===== src/hw/mlx_defs.vh =====
// constants for the literal / indirect move execution block
`ifndef MLX_DEFS_VH
`define MLX_DEFS_VH
// ---------------------------------------------------------------
// register byte offsets
// ---------------------------------------------------------------
`define MLX_OFS_INSTR 12'h000
`define MLX_OFS_STATE 12'h004
`define MLX_OFS_ACC 12'h008
`define MLX_OFS_BANK 12'h00C
`define MLX_OFS_PAGE 12'h010
`define MLX_OFS_PTR0 12'h014
`define MLX_OFS_PTR1 12'h018
`define MLX_OFS_PC 12'h01C
`define MLX_OFS_PUSH 12'h020
`define MLX_OFS_POWER_CTRL_REG 12'h024
`define MLX_OFS_FLAGS 12'h028
// file array window: 0x200 + 4*index
`define MLX_FILE_BASE_HI 3'h1
// ---------------------------------------------------------------
// instruction word fields
// ---------------------------------------------------------------
`define MLX_OP_MSB 19
`define MLX_OP_LSB 16
`define MLX_IND_SEL_BIT 8
`define MLX_OP_NO_OP 4'h0
`define MLX_OP_BANK 4'h1
`define MLX_OP_PAGE 4'h2
`define MLX_OP_ACC 4'h3
`define MLX_OP_FILE 4'h4
`define MLX_OP_IND_MODE 4'h5
`define MLX_OP_IND_REL 4'h6
`define MLX_OP_SOFT_RESET 4'h7
`define MLX_OP_RETURN_IRQ 4'h8
// pointer_mode_code values
`define MLX_MODE_PRE_INC 2'h0
`define MLX_MODE_PRE_DEC 2'h1
`define MLX_MODE_POST_INC 2'h2
`define MLX_MODE_POST_DEC 2'h3
// file addresses of indirect_window_0 and indirect_window_1
`define MLX_WINDOW0_ADDR 7'h00
`define MLX_WINDOW1_ADDR 7'h01
// ---------------------------------------------------------------
// reset values and bus answers
// ---------------------------------------------------------------
`define MLX_RST_BYTE 8'h00
`define MLX_RST_PTR 16'h0000
`define MLX_RST_PC 15'h0000
`define MLX_RST_SOFT_FLAG 1'b1
`define MLX_RESP_OKAY 2'h0
`define MLX_RESP_SLVERR 2'h2
`endif


===== src/hw/mlx_exec.v =====
// execution unit for literal loads, file store, indirect store, reset and irq return
//
// Added by the designer: the AXI4-Lite slave port and the register offsets.
`timescale 1ns/1ps
// ---------------------------------------------------------------
// Summary of operation
// RL1: bank-load puts a 5-bit literal into bank_select_register, flags untouched.
// RL2: page-load puts a 7-bit literal into pc_high_latch, flags untouched.
// RL3: acc-load puts an 8-bit literal into the accumulator in one cycle, flags untouched.
// RL4: file store copies the accumulator to the 7-bit addressed file register in one cycle.
// RL5: an access to indirect_window_n really goes to the address held in pointer n. Only the file store does so; bus accesses to file index 0/1 use file_mem.
// RL6: pointer_mode_code 00/01/10/11 selects pre-inc, pre-dec, post-inc, post-dec.
// RL7: relative form stores at pointer plus signed offset -32..31 and keeps the pointer.
// RL8: after an indirect store the pointer is old+1, old-1 or unchanged by mode.
// RL9: pointers are 16 bits and wrap modulo 65536 on increment and decrement.
// RL10: indirect stores and their pointer updates leave every status flag alone.
// RL11: soft reset does a full core reset and clears soft_reset_flag in power_ctrl_reg.
// RL12: return_from_irq pops stack_top into the pc, sets global_irq_enable, over two cycles.
// ---------------------------------------------------------------
`include "mlx_defs.vh"

module mlx_exec #(
	parameter STACK_DEPTH = 16,
	parameter STACK_AW = 4
)(
	// clock and reset
	input wire CLK_SYS,
	input wire RESET,
	// axi4-lite write address
	input wire [11:0] S_AXI_AWADDR,
	input wire S_AXI_AWVALID,
	output reg S_AXI_AWREADY,
	// axi4-lite write data
	input wire [31:0] S_AXI_WDATA,
	input wire [3:0] S_AXI_WSTRB,
	input wire S_AXI_WVALID,
	output reg S_AXI_WREADY,
	// axi4-lite write response
	output reg [1:0] S_AXI_BRESP,
	output reg S_AXI_BVALID,
	input wire S_AXI_BREADY,
	// axi4-lite read
	input wire [11:0] S_AXI_ARADDR,
	input wire S_AXI_ARVALID,
	output reg S_AXI_ARREADY,
	output reg [31:0] S_AXI_RDATA,
	output reg [1:0] S_AXI_RRESP,
	output reg S_AXI_RVALID,
	input wire S_AXI_RREADY,
	// data-space store port for indirect stores
	output reg DST_VALID,
	output reg [15:0] DST_ADDR,
	output reg [7:0] DST_DATA,
	// core state
	output reg GLOBAL_IRQ_ENABLE,
	output reg [14:0] PC_OUT
);
	// ---------------------------------------------------------------
	// helpers and state
	// ---------------------------------------------------------------
	function [15:0] add16;
		input [15:0] a;
		input [15:0] b;
		add16 = a + b;
	endfunction
	function mapped;
		input [11:0] a;
		mapped = (a[11:9] == `MLX_FILE_BASE_HI) || ({a[11:2], 2'h0} <= `MLX_OFS_FLAGS);
	endfunction
	reg [7:0] acc_reg;
	reg [4:0] bank_select_register;
	reg [6:0] pc_high_latch;
	reg [15:0] ptr0_reg;
	reg [15:0] ptr1_reg;
	reg [7:0] flags_reg;
	reg soft_reset_flag;
	reg sreset_reg;
	reg irq_ret_reg;
	reg [14:0] stack_top [0:STACK_DEPTH-1];
	reg [STACK_AW-1:0] sp_reg;
	reg [7:0] file_mem [0:127];
	reg [11:0] awaddr_reg;
	reg aw_have_reg;
	reg [31:0] wdata_reg;
	reg [3:0] wstrb_reg;
	reg w_have_reg;
	wire core_rst = RESET | sreset_reg;
	wire do_wr = aw_have_reg & w_have_reg & ~S_AXI_BVALID & ~irq_ret_reg & ~sreset_reg;
	wire wr_map = mapped(awaddr_reg);
	wire full_word = (wstrb_reg == 4'hF);
	wire issue = do_wr & (awaddr_reg == `MLX_OFS_INSTR) & full_word;
	wire [3:0] op = wdata_reg[`MLX_OP_MSB:`MLX_OP_LSB];
	wire [7:0] lit = wdata_reg[7:0];
	wire ind_sel = wdata_reg[`MLX_IND_SEL_BIT];
	wire [1:0] mode_code = wdata_reg[1:0];
	wire [15:0] ptr_cur = ind_sel ? ptr1_reg : ptr0_reg;
	wire [15:0] ptr_inc = add16(ptr_cur, 16'h0001);
	wire [15:0] ptr_dec = add16(ptr_cur, 16'hFFFF);
	wire [15:0] rel_ofs = {{10{wdata_reg[5]}}, wdata_reg[5:0]};
	wire [STACK_AW-1:0] sp_dec = sp_reg - {{(STACK_AW-1){1'b0}}, 1'b1};
	// indirect address and pointer update
	reg [15:0] ind_addr;
	reg [15:0] ind_ptr_next;
	always @*
	begin
		ind_addr = ptr_cur;
		ind_ptr_next = ptr_cur;
		if (op == `MLX_OP_IND_REL)
			// RL7 offset, pointer kept
			ind_addr = add16(ptr_cur, rel_ofs);
		else
		begin
			// RL6 mode decode
			case (mode_code)
				`MLX_MODE_PRE_INC, `MLX_MODE_POST_INC:
					ind_ptr_next = ptr_inc;
				default:
					ind_ptr_next = ptr_dec;
			endcase
			// pre modes store at the updated pointer
			if (~mode_code[1])
				ind_addr = ind_ptr_next;
		end
	end
	// ---------------------------------------------------------------
	// axi4-lite write channel and power control flag
	// ---------------------------------------------------------------
	always @(posedge CLK_SYS)
	begin
		if (RESET)
		begin
			aw_have_reg <= 1'b0;
			w_have_reg <= 1'b0;
			S_AXI_AWREADY <= 1'b0;
			S_AXI_WREADY <= 1'b0;
			S_AXI_BVALID <= 1'b0;
			S_AXI_BRESP <= `MLX_RESP_OKAY;
			awaddr_reg <= 12'h000;
			wdata_reg <= 32'h00000000;
			wstrb_reg <= 4'h0;
		end
		else
		begin
			S_AXI_AWREADY <= ~aw_have_reg & ~(S_AXI_AWVALID & S_AXI_AWREADY);
			S_AXI_WREADY <= ~w_have_reg & ~(S_AXI_WVALID & S_AXI_WREADY);
			if (S_AXI_AWVALID & S_AXI_AWREADY)
			begin
				aw_have_reg <= 1'b1;
				awaddr_reg <= {S_AXI_AWADDR[11:2], 2'h0};
			end
			if (S_AXI_WVALID & S_AXI_WREADY)
			begin
				w_have_reg <= 1'b1;
				wdata_reg <= S_AXI_WDATA;
				wstrb_reg <= S_AXI_WSTRB;
			end
			if (do_wr)
			begin
				aw_have_reg <= 1'b0;
				w_have_reg <= 1'b0;
				S_AXI_BVALID <= 1'b1;
				S_AXI_BRESP <= wr_map ? `MLX_RESP_OKAY : `MLX_RESP_SLVERR;
			end
			else if (S_AXI_BVALID & S_AXI_BREADY)
				S_AXI_BVALID <= 1'b0;
		end
	end
	// power control flag, survives the soft reset
	always @(posedge CLK_SYS)
	begin
		if (RESET)
		begin
			soft_reset_flag <= `MLX_RST_SOFT_FLAG;
			sreset_reg <= 1'b0;
		end
		else
		begin
			sreset_reg <= issue & (op == `MLX_OP_SOFT_RESET);
			// RL11 clear flag, reset core
			if (issue & (op == `MLX_OP_SOFT_RESET))
				soft_reset_flag <= 1'b0;
			else if (do_wr & (awaddr_reg == `MLX_OFS_POWER_CTRL_REG) & wstrb_reg[0])
				soft_reset_flag <= wdata_reg[0];
		end
	end
	// ---------------------------------------------------------------
	// core execution
	// ---------------------------------------------------------------
	always @(posedge CLK_SYS)
	begin
		if (core_rst)
		begin
			acc_reg <= `MLX_RST_BYTE;
			bank_select_register <= 5'h00;
			pc_high_latch <= 7'h00;
			ptr0_reg <= `MLX_RST_PTR;
			ptr1_reg <= `MLX_RST_PTR;
			flags_reg <= `MLX_RST_BYTE;
			PC_OUT <= `MLX_RST_PC;
			GLOBAL_IRQ_ENABLE <= 1'b0;
			irq_ret_reg <= 1'b0;
			sp_reg <= {STACK_AW{1'b0}};
			DST_VALID <= 1'b0;
			DST_ADDR <= `MLX_RST_PTR;
			DST_DATA <= `MLX_RST_BYTE;
		end
		else
		begin
			DST_VALID <= 1'b0;
			irq_ret_reg <= 1'b0;
			// RL12 second cycle
			if (irq_ret_reg)
				GLOBAL_IRQ_ENABLE <= 1'b1;
			if (issue)
			begin
				case (op)
					`MLX_OP_BANK:
						// RL1 bank literal
						bank_select_register <= lit[4:0];
					`MLX_OP_PAGE:
						// RL2 page literal
						pc_high_latch <= lit[6:0];
					`MLX_OP_ACC:
						// RL3 acc literal
						acc_reg <= lit;
					`MLX_OP_FILE:
					begin
						// RL5 window redirect
						if (lit[6:0] == `MLX_WINDOW0_ADDR || lit[6:0] == `MLX_WINDOW1_ADDR)
						begin
							DST_VALID <= 1'b1;
							DST_ADDR <= lit[0] ? ptr1_reg : ptr0_reg;
							DST_DATA <= acc_reg;
						end
					end
					`MLX_OP_IND_MODE, `MLX_OP_IND_REL:
					begin
						// RL10 flags untouched here
						DST_VALID <= 1'b1;
						DST_ADDR <= ind_addr;
						DST_DATA <= acc_reg;
						// RL8 RL9 pointer update wraps
						if (ind_sel)
							ptr1_reg <= ind_ptr_next;
						else
							ptr0_reg <= ind_ptr_next;
					end
					`MLX_OP_RETURN_IRQ:
					begin
						// RL12 pop into pc
						PC_OUT <= stack_top[sp_dec];
						sp_reg <= sp_dec;
						irq_ret_reg <= 1'b1;
					end
					default: ;
				endcase
			end
			else if (do_wr)
			begin
				case (awaddr_reg)
					`MLX_OFS_ACC:
						if (wstrb_reg[0])
							acc_reg <= wdata_reg[7:0];
					`MLX_OFS_PTR0:
						ptr0_reg <= {wstrb_reg[1] ? wdata_reg[15:8] : ptr0_reg[15:8],
							wstrb_reg[0] ? wdata_reg[7:0] : ptr0_reg[7:0]};
					`MLX_OFS_PTR1:
						ptr1_reg <= {wstrb_reg[1] ? wdata_reg[15:8] : ptr1_reg[15:8],
							wstrb_reg[0] ? wdata_reg[7:0] : ptr1_reg[7:0]};
					`MLX_OFS_PC:
						if (full_word)
							PC_OUT <= wdata_reg[14:0];
					`MLX_OFS_PUSH:
						if (full_word)
							sp_reg <= sp_reg + {{(STACK_AW-1){1'b0}}, 1'b1};
					`MLX_OFS_FLAGS:
						if (wstrb_reg[0])
							flags_reg <= wdata_reg[7:0];
					`MLX_OFS_STATE:
						if (wstrb_reg[0])
							GLOBAL_IRQ_ENABLE <= wdata_reg[1];
					default: ;
				endcase
			end
		end
	end
	// file array and stack storage
	always @(posedge CLK_SYS)
	begin
		// RL4 acc to file
		if (issue & (op == `MLX_OP_FILE) & (lit[6:1] != 6'h00))
			file_mem[lit[6:0]] <= acc_reg;
		else if (do_wr & (awaddr_reg[11:9] == `MLX_FILE_BASE_HI) & wstrb_reg[0])
			file_mem[awaddr_reg[8:2]] <= wdata_reg[7:0];
		if (do_wr & ~core_rst & (awaddr_reg == `MLX_OFS_PUSH) & full_word)
			stack_top[sp_reg] <= wdata_reg[14:0];
	end
	// ---------------------------------------------------------------
	// axi4-lite read channel
	// ---------------------------------------------------------------
	reg [31:0] rd_mux;
	always @*
	begin
		rd_mux = 32'h00000000;
		case ({S_AXI_ARADDR[11:2], 2'h0})
			`MLX_OFS_STATE:
				rd_mux = {16'h0000, flags_reg, 6'h00, GLOBAL_IRQ_ENABLE, irq_ret_reg};
			`MLX_OFS_ACC: rd_mux = {24'h000000, acc_reg};
			`MLX_OFS_BANK: rd_mux = {27'h0000000, bank_select_register};
			`MLX_OFS_PAGE: rd_mux = {25'h0000000, pc_high_latch};
			`MLX_OFS_PTR0: rd_mux = {16'h0000, ptr0_reg};
			`MLX_OFS_PTR1: rd_mux = {16'h0000, ptr1_reg};
			`MLX_OFS_PC: rd_mux = {17'h00000, PC_OUT};
			`MLX_OFS_POWER_CTRL_REG: rd_mux = {31'h00000000, soft_reset_flag};
			`MLX_OFS_FLAGS: rd_mux = {24'h000000, flags_reg};
			default:
				if (S_AXI_ARADDR[11:9] == `MLX_FILE_BASE_HI)
					rd_mux = {24'h000000, file_mem[S_AXI_ARADDR[8:2]]};
		endcase
	end
	always @(posedge CLK_SYS)
	begin
		if (RESET)
		begin
			S_AXI_ARREADY <= 1'b0;
			S_AXI_RVALID <= 1'b0;
			S_AXI_RDATA <= 32'h00000000;
			S_AXI_RRESP <= `MLX_RESP_OKAY;
		end
		else
		begin
			S_AXI_ARREADY <= ~S_AXI_RVALID & ~(S_AXI_ARVALID & S_AXI_ARREADY);
			if (S_AXI_ARVALID & S_AXI_ARREADY)
			begin
				S_AXI_RVALID <= 1'b1;
				S_AXI_RDATA <= rd_mux;
				S_AXI_RRESP <= mapped(S_AXI_ARADDR) ? `MLX_RESP_OKAY : `MLX_RESP_SLVERR;
			end
			else if (S_AXI_RVALID & S_AXI_RREADY)
				S_AXI_RVALID <= 1'b0;
		end
	end
endmodule

===== config.mk =====
export PLATFORM = sky130hd
export DESIGN_NAME = mlx_exec
export DESIGN_NICKNAME = d
export VERILOG_FILES = /design/src/hw/mlx_exec.v
export VERILOG_INCLUDE_DIRS = /design/src /design/src/hw
export SDC_FILE = /design/constraint.sdc
export NUM_CORES = 2
export LEC_CHECK = 0
export BUFFER_PORTS_ARGS = -buffer_cell sky130_fd_sc_hd__buf_4
export CORE_ASPECT_RATIO = 0.7
export CORE_MARGIN = 2
export CORE_UTILIZATION = 51
export DETAILED_ROUTE_END_ITERATION = 8
export GPL_ROUTABILITY_DRIVEN = 0
export PLACE_DENSITY = 0.71
export SETUP_SLACK_MARGIN = 0.3
export SYNTH_ARGS = -nofsm -noshare
export SYNTH_HDL_FRONTEND = slang
export SYNTH_SLANG_ARGS = --single-unit
export TNS_END_PERCENT = 30

===== constraint.sdc =====
create_clock -name CLK_SYS -period 18.3 [get_ports CLK_SYS]
set_input_delay 3.66 -clock CLK_SYS [delete_from_list [all_inputs] [get_ports CLK_SYS]]
set_output_delay 3.66 -clock CLK_SYS [all_outputs]
set_load 0.005 [all_outputs]

==> run metrics <==
status=finished clean; share of layout cells above drive strength 1=0.217; CTS tree=yes; Residual DRC=0; mux cell area share after synthesis=0.162; Hold WS=0.446 ns; placed cells=4949; Post-synth EDFFs=1264; min-delay src=DST_ADDR[9]$_SDFFE_PP0P_; count leader, synth=edfxtp_1; port bufs=114; Flop pwr share=0.549; Final Hold Viols=0; routed len/inst=28.2 um; syn_area_per_cell=17.2 um^2; Max VDD drop=99.0 uV; Placed Area=61300 um^2; vias per inst=6.31; FF+latch count, synth=1431; final critical-path share of the clock period=0.397; share of the synthesized area in the top cell type=0.645; fraction of registers with async set/reset=0; CTS Buf Count=134; Net count, final=3636; actual slew at the worst max-slew pin=1.31 ns; worst path required time=18.91 ns; Initial Util=0.513; main combinational cell family by area after synthesis=multiplexers; register area share after synthesis=0.701; # IOs=149; most frequent cells after synthesis=edfxtp_1, mux4_2, nor2_1, nand2_1, dfxtp_1; worst hold path class=reg -> reg; DP HPWL=91600 um; Post-Synth Simple-Gate Area=0.0561; # hold bufs at CTS=0; Rows=104; Post-DRT Antenna Nets=0; post-synthesis adder-cell area fraction=0.00459; Clock Latency Late Sink=0.77 ns; Crit. End Element=flop; Layout area overhead=11.0%; mapped cell area=58900 um^2; Final Slew Violations=0; clock sinks=1431; cells on worst reg2reg path=12; FF-to-FF Start=wdata_reg[8]$_SDFFE_PP0P_; Die X=410 um; Slowest-stage cell, CP=buf_4; number of flip-flops in the largest register=1024; startpoint type of the worst setup path=input pin; die span in y=288 um; drt initial violations=4773; Comb power frac=0.040; Peak Freq=0.138 GHz; setup violators final=0; Worst Hold Depth=2; Worst path max stage delay=0.77 ns; max cap viols=0; CP Class=in -> reg; worst-case clock buffer depth=3; antenna cells=0; Pleak=0.0209 uW; Switching Power=1360 uW; largest net degree at the start of global routing=105; grt ovf=0; fillers=8529; full die area=118000 um^2; hold endpoint=DST_ADDR[9]$_SDFFE_PP0P_; 1st-pass router iterations=6; H-tree levels=4; clk_skew=0.0253 ns; post-route insts no fill=5182; fin area=65400 um^2; Post-Route WL=146000 um; Max FO, Critical Path=82; Yosys cell types=84; delay-heaviest family, CP=buffers and inverters; utilization after layout=0.569; clock power share=0.411; Vias=32.7k; critical path cell sequence=buf_8 > buf_4 > buf_4 > mux4_2 > mux4_2 > a22oi_1 > a21oi_1 > o21ai_0 > a31oi_1; top cells by area, synth=edfxtp_1, mux4_2, dfxtp_1, mux2i_1, nor2_1; Primary FF master, synth=edfxtp_1; Synth Area in XOR/XNOR=0.00595; R2R setup slack=14.17 ns; Arr. time, crit path=7.88 ns; leading area contributor after synthesis=edfxtp_1; post-CTS setup buffers=0; initial antenna violation count=4; FF/Latch Area=41300 um^2; Relative slew margins=0.121; Reg clk slew, reported paths=0.06 ns; Internal=5060 uW; compound-gate portion of the synthesized area=0.0491; first-pass GRT wire length=214000 um; RSZ-0062 raised after global routing=false; Yosys Warn Count=0; worst r2r dst=DST_ADDR[11]$_SDFFE_PP0P_; core area=115000 um^2; power per cell area=98.2 nW/um^2; CTS resizes=0; root buf cell=clkbuf_16; number of global-route vias before repair=31.4k; overall routing resource usage=0.249; fin crit period=7.27 ns; Multi-input gate area=16500 um^2; post-route setup TNS=0 ns; Switching Share=0.211; Buf+Inv Stages, Crit Path=3; Mapped Cells=3431
## kinds of logic after synthesis
group	Yosys count
AND/OR/NAND/NOR	731
XOR/XNOR	40
other	1
adder cells (fa/ha/maj)	21
multiplexers	508
buffers and inverters	251
flip-flops	1431
AO/OA/AOI/OAI	448
## stage by stage
stage	total power (uW)	worst slack, ns
3_3_place_gp	3840	10.36
5_1_grt	6590	10.96
4_1_cts	6460	11.12
3_5_place_dp	3840	10.32
6_report	6420	11.03
2_1_floorplan	3760	10.37
## worst reg2reg max path, cell delays in order, from the launching register on
cell and delay [ns]:
dfxtp_2 0.39, buf_4 0.69, mux2i_2 0.63, inv_1 0.19, ha_1 0.34, a211oi_1 0.37, o21ai_0 0.22, a31oi_1 0.30
or2_2 0.18, a21oi_1 0.06, o21a_1 0.17, o311ai_0 0.36, a21oi_1 0.11
## cells in the final DEF, fill, tap and decap left out, drive strengths merged, types with 18 or more instances in the layout
cell / n
a22oi: 40
o211ai: 18
o21ai: 83
buf: 188
inv: 37
edfxtp: 1264
nor3: 37
nor2: 306
conb: 18
mux4: 348
a21oi: 145
mux2i: 119
nand3: 42
nand2: 219
ha: 20
nand2b: 18
a211oi: 46
clkbuf: 175
nor2b: 18
xnor2: 34
mux2: 41
dfxtp: 167
clkinv: 40
## metal layers
| layer | global-route usage | up-vias | part of all wire |
|---|---|---|---|
| li1 | - | 13902 | - |
| met1 | 0.386 | 16781 | 0.43 |
| met2 | 0.347 | 1800 | 0.43 |
| met3 | 0.0689 | 204 | 0.12 |
| met4 | 0.0639 | 4 | 0.019 |
| met5 | 0 | - | 0.00014 |
## cell type report
class / instances / share of cell area
timing repair buffer: 188 / 0.0220
multi-input combinational: 1766 / 0.253
sequential: 1431 / 0.632
clock buffer: 175 / 0.0555
inverter: 27 / 0.00155
clock inverter: 58 / 0.00668
tap: 1537 / 0.0294
## worst max path at each step
stage	start	to	slack (ns)	cells after the start
3_3_place_gp	S_AXI_ARADDR[3]	S_AXI_RDATA[6]$_SDFFE_PP0P_	10.36	11
2_1_floorplan	S_AXI_BVALID$_SDFFE_PP0P_	file_mem[0][0]$_DFFE_PP_	10.37	6
6_report	S_AXI_ARADDR[3]	S_AXI_RDATA[5]$_SDFFE_PP0P_	11.03	9
5_1_grt	S_AXI_ARADDR[3]	S_AXI_RDATA[2]$_SDFFE_PP0P_	10.96	11
4_1_cts	S_AXI_ARADDR[3]	S_AXI_RDATA[5]$_SDFFE_PP0P_	11.12	9
3_5_place_dp	S_AXI_ARADDR[3]	S_AXI_RDATA[5]$_SDFFE_PP0P_	10.32	9
## power groups by stage
stage	clock network (uW)	logic [uW]	registers, uW
after floorplan	0	172	3590
after global placement	0	248	3590
after detailed placement	0	250	3590
after CTS	2680	252	3520
after global routing	2800	269	3520
final	2640	255	3520
(Power assumes the default switching activity.)
